==> src/inc/fcs_regs.vh <==
// register offsets, fields, command codes and timing for the flash sequencer
`ifndef FCS_REGS_VH
`define FCS_REGS_VH
// ****************************************************************
// register map
// ****************************************************************
`define FCS_SEC_OFFSET     12'h010
`define FCS_CTL_OFFSET     12'h020
`define FCS_SEC_KEY        32'ha74a_9d23
`define FCS_SEC_WINDOW     5'h10
`define FCS_SEC_RESET      1'b1
`define FCS_RDY_BIT        0
`define FCS_PROT_LSB       16
// ****************************************************************
// command cycles
// ****************************************************************
`define FCS_ADDR_A         8'h55
`define FCS_ADDR_B         8'haa
`define FCS_DATA_1         8'haa
`define FCS_DATA_2         8'h55
`define FCS_CMD_PROG       8'ha0
`define FCS_CMD_ID         8'h90
`define FCS_CMD_RESET      8'hf0
`define FCS_ERASED_WORD    32'hffff_ffff
// ****************************************************************
// timing
// ****************************************************************
`define FCS_CLK_MHZ        100
`define FCS_WORD_PROG_NS   1000
`define FCS_WORD_PROG_CYC  ((`FCS_WORD_PROG_NS * `FCS_CLK_MHZ) / 1000)
`endif

==> src/rtl/fcs_sequencer.v <==
// flash command sequencer with axi4-lite register and array window
//
// Operation
// - security register bit0 read/write, set by reset, upper bits zero
// - word writes deliver commands; device programs on its own afterwards
// - read mode after reset and normal completion; array read in every state but auto operation and id query
// - recognised command enters auto mode; id query stays in query state
// - no array reads served while auto operation runs
// - out-of-order write cycle abandons sequence, back to read mode
// - read or read/reset command cancels partial sequence
// - last write clears done flag; completion sets it, read mode
// - new command writes ignored while auto operation runs
// - page program stays within one page
// - programming only clears bits; erase needed to set them
// - protected block contents are never changed by programming
// - three command cycles, then page words from the fourth cycle
// - no internal verify after programming
// - done flag at bit 0 of control status register
// - failed operation keeps done flag low until hardware reset
// - security write needs key word then data within sixteen clocks
`timescale 1ns/1ns
`default_nettype none
`include "fcs_regs.vh"
module fcs_sequencer #(
  parameter AW        = 6,
  parameter PAGE_BITS = 2,
  parameter BLK_BITS  = 2
) (
  input  wire        core_clk,
  input  wire        rst_n,
  input  wire [15:0] s_axi_awaddr,
  input  wire        s_axi_awvalid,
  output wire        s_axi_awready,
  input  wire [31:0] s_axi_wdata,
  input  wire [3:0]  s_axi_wstrb,
  input  wire        s_axi_wvalid,
  output wire        s_axi_wready,
  output reg  [1:0]  s_axi_bresp,
  output reg         s_axi_bvalid,
  input  wire        s_axi_bready,
  input  wire [15:0] s_axi_araddr,
  input  wire        s_axi_arvalid,
  output wire        s_axi_arready,
  output reg  [31:0] s_axi_rdata,
  output reg  [1:0]  s_axi_rresp,
  output reg         s_axi_rvalid,
  input  wire        s_axi_rready,
  input  wire [3:0]  block_protect,
  input  wire        erase_all,
  output wire        op_fail,
  output wire        security_enable
);
  // ****************************************************************
  // address map: bit 15 selects the flash window, else registers
  // ****************************************************************
  localparam PAGE_WORDS = 1 << PAGE_BITS;
  localparam [15:0] PROG_CYC = `FCS_WORD_PROG_CYC;
  localparam ST_READ = 5'b00001;
  localparam ST_C2   = 5'b00010;
  localparam ST_C3   = 5'b00100;
  localparam ST_PAGE = 5'b01000;
  localparam ST_BUSY = 5'b10000;

  function is_flash;
    input [15:0] a;
    is_flash = a[15];
  endfunction

  function [7:0] cmd_addr;
    input [15:0] a;
    cmd_addr = a[13:6];
  endfunction

  // ****************************************************************
  // write channel capture
  // ****************************************************************
  reg        aw_have_reg;
  reg [15:0] aw_addr_reg;
  reg        w_have_reg;
  reg [31:0] w_data_reg;
  reg [3:0]  w_strb_reg;
  assign s_axi_awready = !aw_have_reg && !s_axi_bvalid;
  assign s_axi_wready  = !w_have_reg && !s_axi_bvalid;
  wire wr_go = aw_have_reg && w_have_reg && !s_axi_bvalid;
  wire word_wr = (w_strb_reg == 4'hf);

  always @(posedge core_clk) begin
    if (!rst_n) begin
      aw_have_reg  <= 1'b0;
      aw_addr_reg  <= 16'h0000;
      w_have_reg   <= 1'b0;
      w_data_reg   <= 32'h0000_0000;
      w_strb_reg   <= 4'h0;
      s_axi_bvalid <= 1'b0;
      s_axi_bresp  <= 2'b00;
    end else begin
      if (s_axi_awvalid && s_axi_awready) begin
        aw_have_reg <= 1'b1;
        aw_addr_reg <= s_axi_awaddr;
      end
      if (s_axi_wvalid && s_axi_wready) begin
        w_have_reg <= 1'b1;
        w_data_reg <= s_axi_wdata;
        w_strb_reg <= s_axi_wstrb;
      end
      if (wr_go) begin
        aw_have_reg  <= 1'b0;
        w_have_reg   <= 1'b0;
        s_axi_bvalid <= 1'b1;
        if (is_flash(aw_addr_reg) ||
            aw_addr_reg[11:0] == `FCS_SEC_OFFSET ||
            aw_addr_reg[11:0] == `FCS_CTL_OFFSET) begin
          s_axi_bresp <= 2'b00;
        end else begin
          s_axi_bresp <= 2'b10;
        end
      end else if (s_axi_bvalid && s_axi_bready) begin
        s_axi_bvalid <= 1'b0;
      end
    end
  end

  // ****************************************************************
  // security register with key unlock
  // ****************************************************************
  reg       sec_reg;
  reg [4:0] key_cnt_reg;
  wire sec_wr = wr_go && !is_flash(aw_addr_reg) &&
                aw_addr_reg[11:0] == `FCS_SEC_OFFSET && word_wr;
  always @(posedge core_clk) begin
    if (!rst_n) begin
      sec_reg     <= `FCS_SEC_RESET;
      key_cnt_reg <= 5'h00;
    end else begin
      if (key_cnt_reg != 5'h00) begin
        key_cnt_reg <= key_cnt_reg - 5'h01;
      end
      if (sec_wr && w_data_reg == `FCS_SEC_KEY) begin
        key_cnt_reg <= `FCS_SEC_WINDOW;
      end else if (sec_wr && key_cnt_reg != 5'h00) begin
        sec_reg     <= w_data_reg[0];
        key_cnt_reg <= 5'h00;
      end
    end
  end
  assign security_enable = sec_reg;

  // ****************************************************************
  // command state machine
  // ****************************************************************
  reg [4:0]          st_reg;
  reg                id_mode_reg;
  reg                done_reg;
  reg                fail_reg;
  reg [PAGE_BITS:0]  wcnt_reg;
  reg [AW-1:0]       pbase_reg;
  reg [31:0]         pbuf_reg [0:PAGE_WORDS-1];
  reg [PAGE_BITS:0]  pcnt_reg;
  reg [15:0]         tcnt_reg;
  reg                prot_reg;
  wire fl_wr = wr_go && is_flash(aw_addr_reg);
  wire [7:0] ca = cmd_addr(aw_addr_reg);
  wire [7:0] cd = w_data_reg[7:0];
  wire sw_reset = fl_wr && cd == `FCS_CMD_RESET;
  wire [AW-1:0] w_idx = aw_addr_reg[AW+1:2];
  wire [BLK_BITS-1:0] w_blk = w_idx[AW-1:AW-BLK_BITS];
  wire arr_wr = (st_reg == ST_BUSY) && !prot_reg && tcnt_reg == 16'h0001;
  wire [AW-1:0] arr_wr_idx = pbase_reg | pcnt_reg[PAGE_BITS-1:0];
  integer k;

  always @(posedge core_clk) begin
    if (!rst_n) begin
      st_reg      <= ST_READ;
      id_mode_reg <= 1'b0;
      done_reg    <= 1'b1;
      fail_reg    <= 1'b0;
      wcnt_reg    <= {(PAGE_BITS+1){1'b0}};
      pbase_reg   <= {AW{1'b0}};
      pcnt_reg    <= {(PAGE_BITS+1){1'b0}};
      tcnt_reg    <= 16'h0000;
      prot_reg    <= 1'b0;
      for (k = 0; k < PAGE_WORDS; k = k + 1) begin
        pbuf_reg[k] <= 32'h0000_0000;
      end
    end else begin
      case (st_reg)
        ST_READ: begin
          if (fl_wr && word_wr) begin
            if (sw_reset) begin
              id_mode_reg <= 1'b0;
            end else if (ca == `FCS_ADDR_A && cd == `FCS_DATA_1) begin
              st_reg <= ST_C2;
            end
          end
        end
        ST_C2: begin
          if (fl_wr) begin
            if (word_wr && ca == `FCS_ADDR_B && cd == `FCS_DATA_2) begin
              st_reg <= ST_C3;
            end else begin
              st_reg <= ST_READ;
            end
          end
        end
        ST_C3: begin
          if (fl_wr) begin
            st_reg <= ST_READ;
            if (word_wr && ca == `FCS_ADDR_A) begin
              if (cd == `FCS_CMD_PROG) begin
                st_reg   <= ST_PAGE;
                wcnt_reg <= {(PAGE_BITS+1){1'b0}};
              end else if (cd == `FCS_CMD_ID) begin
                id_mode_reg <= 1'b1;
              end else if (cd == `FCS_CMD_RESET) begin
                id_mode_reg <= 1'b0;
              end
            end
          end
        end
        ST_PAGE: begin
          if (fl_wr) begin
            if (!word_wr || sw_reset ||
                (wcnt_reg != 0 &&
                 w_idx[AW-1:PAGE_BITS] != pbase_reg[AW-1:PAGE_BITS]) ||
                w_idx[PAGE_BITS-1:0] != wcnt_reg[PAGE_BITS-1:0]) begin
              st_reg <= ST_READ;
            end else begin
              pbuf_reg[wcnt_reg[PAGE_BITS-1:0]] <= w_data_reg;
              if (wcnt_reg == 0) begin
                pbase_reg <= {w_idx[AW-1:PAGE_BITS],
                              {PAGE_BITS{1'b0}}};
                prot_reg  <= block_protect[w_blk];
              end
              wcnt_reg <= wcnt_reg + 1'b1;
              if (wcnt_reg == PAGE_WORDS - 1) begin
                st_reg   <= ST_BUSY;
                done_reg <= 1'b0;
                pcnt_reg <= {(PAGE_BITS+1){1'b0}};
                tcnt_reg <= PROG_CYC;
              end
            end
          end
        end
        ST_BUSY: begin
          // writes here are dropped
          if (prot_reg) begin
            fail_reg <= 1'b1;
          end else if (tcnt_reg > 16'h0001) begin
            tcnt_reg <= tcnt_reg - 16'h0001;
          end else if (pcnt_reg == PAGE_WORDS - 1) begin
            st_reg   <= ST_READ;
            done_reg <= 1'b1;
          end else begin
            pcnt_reg <= pcnt_reg + 1'b1;
            tcnt_reg <= PROG_CYC;
          end
        end
        default: begin
          st_reg <= ST_READ;
        end
      endcase
    end
  end
  assign op_fail = fail_reg;

  wire [31:0] arr_data;
  fcs_array #(
    .AW (AW)
  ) u_array (
    .core_clk  (core_clk),
    .rst_n     (rst_n),
    .wr_en     (arr_wr),
    .wr_idx    (arr_wr_idx),
    .wr_data   (pbuf_reg[pcnt_reg[PAGE_BITS-1:0]]),
    .erase_all (erase_all && st_reg == ST_READ),
    .rd_idx    (s_axi_araddr[AW+1:2]),
    .rd_data   (arr_data)
  );

  // ****************************************************************
  // read channel: array data waits one cycle for the array register
  // ****************************************************************
  reg        r_wait_reg;
  reg [15:0] r_addr_reg;
  assign s_axi_arready = !s_axi_rvalid && !r_wait_reg;
  always @(posedge core_clk) begin
    if (!rst_n) begin
      r_wait_reg   <= 1'b0;
      r_addr_reg   <= 16'h0000;
      s_axi_rvalid <= 1'b0;
      s_axi_rdata  <= 32'h0000_0000;
      s_axi_rresp  <= 2'b00;
    end else begin
      if (s_axi_arvalid && s_axi_arready) begin
        r_wait_reg <= 1'b1;
        r_addr_reg <= s_axi_araddr;
      end
      if (r_wait_reg) begin
        r_wait_reg   <= 1'b0;
        s_axi_rvalid <= 1'b1;
        s_axi_rresp  <= 2'b00;
        s_axi_rdata  <= 32'h0000_0000;
        if (is_flash(r_addr_reg)) begin
          if (st_reg == ST_BUSY) begin
            s_axi_rresp <= 2'b10;
          end else if (id_mode_reg) begin
            s_axi_rdata <= 32'h0000_0000;
          end else begin
            s_axi_rdata <= arr_data;
          end
        end else if (r_addr_reg[11:0] == `FCS_SEC_OFFSET) begin
          s_axi_rdata <= {31'h0000_0000, sec_reg};
        end else if (r_addr_reg[11:0] == `FCS_CTL_OFFSET) begin
          s_axi_rdata <= {12'h000, block_protect, 15'h0000,
                          done_reg};
        end else begin
          s_axi_rresp <= 2'b10;
        end
      end else if (s_axi_rvalid && s_axi_rready) begin
        s_axi_rvalid <= 1'b0;
      end
    end
  end
endmodule // fcs_sequencer
`default_nettype wire

==> src/rtl/fcs_array.v <==
// flash cell array: program may only pull bits low, erase sets all high
`timescale 1ns/1ns
`default_nettype none
`include "fcs_regs.vh"
module fcs_array #(
  parameter AW = 6
) (
  input  wire          core_clk,
  input  wire          rst_n,
  input  wire          wr_en,
  input  wire [AW-1:0] wr_idx,
  input  wire [31:0]   wr_data,
  input  wire          erase_all,
  input  wire [AW-1:0] rd_idx,
  output reg  [31:0]   rd_data
);
  reg [31:0] cell_reg [0:(1<<AW)-1];
  integer i;
  always @(posedge core_clk) begin
    if (!rst_n) begin
      rd_data <= 32'h0000_0000;
    end else begin
      rd_data <= cell_reg[rd_idx];
    end
    if (erase_all) begin
      for (i = 0; i < (1<<AW); i = i + 1) begin
        cell_reg[i] <= `FCS_ERASED_WORD;
      end
    end else if (wr_en) begin
      cell_reg[wr_idx] <= cell_reg[wr_idx] & wr_data;
    end
  end
endmodule // fcs_array
`default_nettype wire

==> config.mk <==
export PLATFORM = sky130hd
export DESIGN_NAME = fcs_sequencer
export DESIGN_NICKNAME = d
export VERILOG_FILES = /design/src/rtl/fcs_sequencer.v /design/src/rtl/fcs_array.v
export VERILOG_INCLUDE_DIRS = /design/src /design/src/inc
export SDC_FILE = /design/constraint.sdc
export NUM_CORES = 2
export LEC_CHECK = 0
export BUFFER_PORTS_ARGS = -buffer_cell sky130_fd_sc_hd__buf_2
export CORE_UTILIZATION = 40
export CTS_CLUSTER_DIAMETER = 120
export CTS_CLUSTER_SIZE = 28
export DETAILED_ROUTE_END_ITERATION = 12
export PLACE_DENSITY = 0.56
export SLEW_MARGIN = 20
export SYNTH_ARGS = -nofsm -noshare
export SYNTH_HDL_FRONTEND = slang
export SYNTH_SLANG_ARGS = --single-unit
==> constraint.sdc <==
create_clock -name core_clk -period 13.8 [get_ports core_clk]
set_input_delay 1.38 -clock core_clk [delete_from_list [all_inputs] [get_ports core_clk]]
set_output_delay 1.38 -clock core_clk [all_outputs]
set_load 0.03 [all_outputs]
# [Word level (Yosys, flattened, before mapping)]
# Memories as Yosys holds them, arrays and structs flattened. A register that Yosys moved wholly into a read port is not among the register bits.
# Cells that the tools add are included.
[totals] word_cells=231 ramBits=2176 mem_count=2 reg_bits=150 out_inout_bits=43
[memory_table] name="u_array.cell_reg" words=64 word_bits=32 rd=2 rd_clocked_by_memory_dff=1 wr=64 line_no="fcs_array.v:17" text="reg [31:0] cell_reg [0:(1<<AW)-1];"
[memory_table] name="pbuf_reg" words=4 word_bits=32 rd=1 rd_clocked_by_memory_dff=1 wr=4 line_no="fcs_sequencer.v:157" text="reg [31:0] pbuf_reg [0:PAGE_WORDS-1];"
[classes] n_lt_le_gt_ge=2 muxes=89 add_sub_neg=4 reduce_logical=63 bitwise=5 n_eq_ne=42
[ops] operator="$mux W32" n=5
[ops] operator="$mux W16" n=6
[ops] operator="$mux W5" n=14
[ops] operator="$reduce_or A32 Y1" n=2
[ops] operator="$eq A8 B8 Y1 const B" n=5
[ops] operator="$mux W20" n=2
[ops] operator="$mux W3" n=12
[ops] operator="$and A32 B32 Y32" n=1
[ops] operator="$eq A32 B32 Y1 const B" n=1
[ops] operator="$mux W1" n=32
[ops] operator="$ne A2 B2 Y1 const B" n=16
[ops] operator="$pmux W16 S2" n=1
[ops] operator="$logic_and A1 B1 Y1" n=26
[ops] operator="$pmux W5 S5" n=1
[ops] operator="$eq A12 B5 Y1 const B" n=2
[ops] operator="$eq A12 B6 Y1 const B" n=2
[ops] operator="$reduce_and A7 Y1" n=3
[ops] operator="$eq A16 B1 Y1 const B" n=1
[ops] operator="$eq A8 B7 Y1 const B" n=2
[ops] operator="$gt A16 B1 Y1 const B" n=1
[ops] operator="$mux W2" n=8
[ops] operator="$sub A16 B1 Y16 const B" n=1
[ops] operator="$pmux W3 S2" n=2
[ops] operator="$reduce_and A6 Y1" n=2
[ops] operator="30 further kinds" n=57

# [Longest topological paths before layout]
[depth] depth_word=14 ltp_mapped=14 ltp_nobuf=9

# [Modules after synthesis]
# Synthesis repeated with hierarchy kept, for this count alone.
[unflattened] hier_cells=9061 area_unflattened_um2=118092.0
[by_module_without_submodules] module="fcs_array" area_each_um2=106141.8 cells_each=7963 instances=1 seq_area_each_um2=62139.6
[by_module_without_submodules] module="fcs_sequencer" area_each_um2=11950.2 cells_each=1098 instances=1 seq_area_each_um2=6766.5

# [Worst setup path before layout]
# Ideal clock, no wire load.
[synth_path] path_kind="reg-to-reg" start="register wcnt_reg[1]" end="memory pbuf_reg[3][0] (enable)" arrival_ns=4.865 synth_period_minus_slack_ns=5.375 path_slack_ns=8.425 setup_ns=0.511 n_path_buf=2 stages_incl_launch_ff=10 required_time_ns=13.289 path_cell_list="dfxtp_1 > clkbuf_1 > inv_1 > clkbuf_1 > ha_1 > nor2b_1 > a41oi_1 > nor3_1 > nand2_1 > o41ai_1"
[synth_rtl] element="start: declaration" line_no="fcs_sequencer.v:155" text="reg [PAGE_BITS:0] wcnt_reg;"
[synth_rtl] element="start signal: assignment" line_no="fcs_sequencer.v:177" text="wcnt_reg <= {(PAGE_BITS+1){1'b0}};"
[synth_rtl] element="start signal: assignment" line_no="fcs_sequencer.v:211" text="wcnt_reg <= {(PAGE_BITS+1){1'b0}};"
[synth_rtl] element="start signal: assignment" line_no="fcs_sequencer.v:234" text="wcnt_reg <= wcnt_reg + 1'b1;"
[synth_rtl] element="end: declaration" line_no="fcs_sequencer.v:157"

==> results.md <==
* Tcrit/Tclk final at 52.2%
* Count of final setup violators at 0
* Crit path cell chain: buf_4 > buf_4 > buf_12 > nor2_4 > buf_4 > buf_4 > a221oi_1 > nor2_1 > o21ai_0 > nand4_1 > o31ai_4 > buf_4 > nand2_1
* Compound-Gate Fraction of Synth Area at 7.80%
* Worst-margin pin slew at 1.31 ns
* Chip height at 544 µm
* Via Count at 86,500
* Peak VDD IR at 0.000118 V
* Wire per inst at 41.2 µm
* Layout overhead on the synthesized area at 7.30%
* Max incr delay on CP at 1.17 ns
* Synth area leaders: edfxtp_1 56%, mux4_2 14%, nand2_1 7.4%, mux2i_1 4.2%, dfxtp_1 3.0%
* Top cell type's share of synthesized area at 55.6%
* First-pass GRT wire length at 690,000 µm
* Clock tree from TritonCTS: yes
* H-tree Lvls at 3
* Post-route clock skew at 0.0882 ns
* CTS resizes at 0
* ANT nets after route at 0
* CTS Buffer Depth at 3
* Post-synth EDFFs at 2,176
* First-pass detailed-route iteration total at 10
* Top cells by count, synth: 2,327 x nand2_1, 2,176 x edfxtp_1, 718 x mux4_2
* Initial antenna violation count at 45
* Pin count of the biggest net entering global routing at 90
* Unrepaired setup endpoints after global routing: false
* # port buffers at 116
* CP max-delay cell: o31ai_4
* Crit path time final at 7.20 ns
* Clock sink count at 2,354
* Top-count cell post-synth: nand2_1
* P_int at 9.92 mW
* Largest register FFs at 2,048
* Flops & latches, synth at 2,354
* Post-Synth Adder-Cell Area at 0.0851%
* CTS Buf Count at 95
* Asr flop ratio synth at 0%
* Post-CTS setup buffer count at 0
* Arrival time worst endpoint at 7.76 ns
* Xor/xnor share of the synthesized area at 0.186%
* Status: complete, no violations
* Most frequent CP cell: buf_4
* Vias in the first global route at 80,100
* Maximum clock frequency at 139 MHz
* Worst Slack Setup Final at 6.60 ns
* Worst-Skew Late Latency at 0.89 ns
* Initial DRC count at 16,200
* Clock root buffer: clkbuf_16
* Die Wd at 544 µm
* Vias/cell at 6.88
* Crit path max fanout at 89
* Max Slew Vio Count at 0
* Placer Congestion at 1.03
* Place WS at 7.22 ns
* Relative slew slack at 10.2%
* Clk pwr share at 25.9%
* Fin. Hold Viols at 0
* Congestion Overflow GR at 0
* Hold Path Class: reg -> reg
* Share of post-route cells with drive strength above 1 at 19.8%
* Setup TNS at 0 ns
* Synth Instances at 8,952
* Syn avg cell area at 13.1 µm²
* Post-synthesis cell area at 0.118 mm²
* DP HPWL at 319,000 µm
* Post-synthesis cell type count at 82
* Fin cells at 12,600
* Number of hold buffers added after CTS at 0
* Leakage power at 30.0 nW
* Top Family by Delay on Critical Path: buffers and inverters
* Sw frac at 29.8%
* # placed instances at 12,400
* CP required at 14.36 ns
* Power Dens Cells at 112 mW/mm²
* Drc violations at 0
* Die area at 0.296 mm²
* GRT Util Overall at 34.2%
* Total core area at 0.292 mm²
* Worst Setup End Kind: flip-flop
* Main combinational cell family by area after synthesis: multiplexers
* Overall routed net length at 518,000 µm
* Sequential fraction of the synthesis area at 58.6%
* Starting Density at 40.3%
* Multiplexer share of the synthesized area at 19.3%
* Sequential share of power at 58.8%
* Nets at 8,696
* Simple-gate share of the synthesized area at 10.4%
* WP buf/inv at 6
* IO Count at 123
* Synth Flop Type: edfxtp_1
* CP startpoint kind: flip-flop
* P_sw at 4.21 mW
* Synth area leader: edfxtp_1
* Site row count at 198
* YS warnings at 0
* Comb pwr share at 15.3%
* Clock Pin Slew Worst Setup and Hold Paths at 0.11 ns
* Core Util, Final at 43.3%
* Number of max-cap violations at 0
* Setup CP Type: reg -> reg
-- worst reg2reg max path: cells and delay by family, from the launching register on --
family                 cells  cell delay, ns
AO/OA/AOI/OAI              3            2.02
flip-flops                 1            0.48
buffers and inverters      6            3.21
AND/OR/NAND/NOR            4            1.24
-- cell families (layout without fill, tap and decap cells) --
| kind of cell | count (synthesis) | after routing |
|---|---|---|
| AOI/OAI and AO/OA | 1279 | 1279 |
| muxes | 1351 | 1351 |
| buffers and inverters | 960 | 650 |
| xor gates and xnor gates | 25 | 25 |
| and+or+nand+nor | 2974 | 2974 |
| DFF | 2354 | 2354 |
| adders and majority gates | 8 | 8 |
| other | 1 | 27 |
-- power groups by stage --
stage / Clock (mW) / Combinational (mW) / Sequential [mW]
final: 3.66 / 2.16 / 8.31
after global routing: 3.85 / 2.13 / 8.31
after CTS: 3.65 / 2.10 / 8.30
after detailed placement: 0 / 2.10 / 8.47
after global placement: 0 / 2.08 / 8.46
after floorplan: 0 / 0.915 / 8.61
-- per-layer routing --
metal  up-vias  wire (µm)  track usage [%]
met1     44600     180000             42.7
met3      1443      80000             13.9
li1      33100          -                -
met5         -        218            0.942
met4        32      41800             23.4
met2      7320     215000             48.2
-- path summary, 6_finish.rpt --
kind	cells after the start	startpoint	endpoint	slack, ns
setup / recovery	13	pcnt_reg[1]	u_array.cell_reg[20][10]	6.60
hold / removal	2	pcnt_reg[2]	pcnt_reg[2]	0.46
setup reg to reg	13	pcnt_reg[1]	u_array.cell_reg[20][10]	6.60
hold reg to reg	2	pcnt_reg[2]	pcnt_reg[2]	0.46
-- placed cells by master (no fill, tap or decap), types with 16 or more instances in the layout --
cell / synthesis / routed
mux2i_1: 488 / 485
and3_1: 77 / 77
a221oi_1: 201 / 200
buf_2: 383 / 113
o22ai_1: 120 / 119
diode_2: 0 / 25
nand2_1: 2327 / 2315
edfxtp_1: 2176 / 2176
mux4_2: 718 / 718
a22oi_1: 197 / 197
nand2b_1: 44 / 41
o211ai_1: 24 / 24
a31oi_1: 17 / 17
clkbuf_16: 0 / 100
dfxtp_1: 178 / 173
nor2b_1: 39 / 31
mux2_2: 144 / 144
nor2_4: 0 / 40
nand3_1: 73 / 72
o31ai_4: 20 / 21
o21ai_0: 221 / 152
xnor2_1: 23 / 23
nor2_1: 233 / 162
o221ai_1: 16 / 16
a21oi_1: 241 / 239
buf_4: 37 / 355
o21ai_4: 0 / 71
clkbuf_1: 425 / 26
and2_1: 82 / 77
buf_12: 0 / 20
a22o_1: 32 / 32
nor2_2: 0 / 31
a221o_1: 51 / 51
a211oi_1: 45 / 40
-- metrics by stage --
| stage | instance area [µm²] | total power [mW] | hold WS, ns |
|---|---|---|---|
| 2_1_floorplan | 118000 | 9.52 | 0.431 |
| 6_report | 126000 | 14.1 | 0.458 |
| 4_1_cts | 126000 | 14.1 | 0.462 |
| 3_3_place_gp | 123000 | 10.5 | 0.447 |
| 5_1_grt | 126000 | 14.3 | 0.481 |
| 3_5_place_dp | 123000 | 10.6 | 0.446 |
-- cell type report --
class / instances / area (µm²)
inverter: 18 / 80.1
antenna: 25 / 62.6
timing repair buffer: 500 / 3780
multi-input combinational: 5639 / 45700
clock inverter: 6 / 91.3
fill: 26200 / 165000
tap: 3900 / 4880
sequential: 2354 / 68900
clock buffer: 126 / 2600
(Power assumes the default switching activity.)
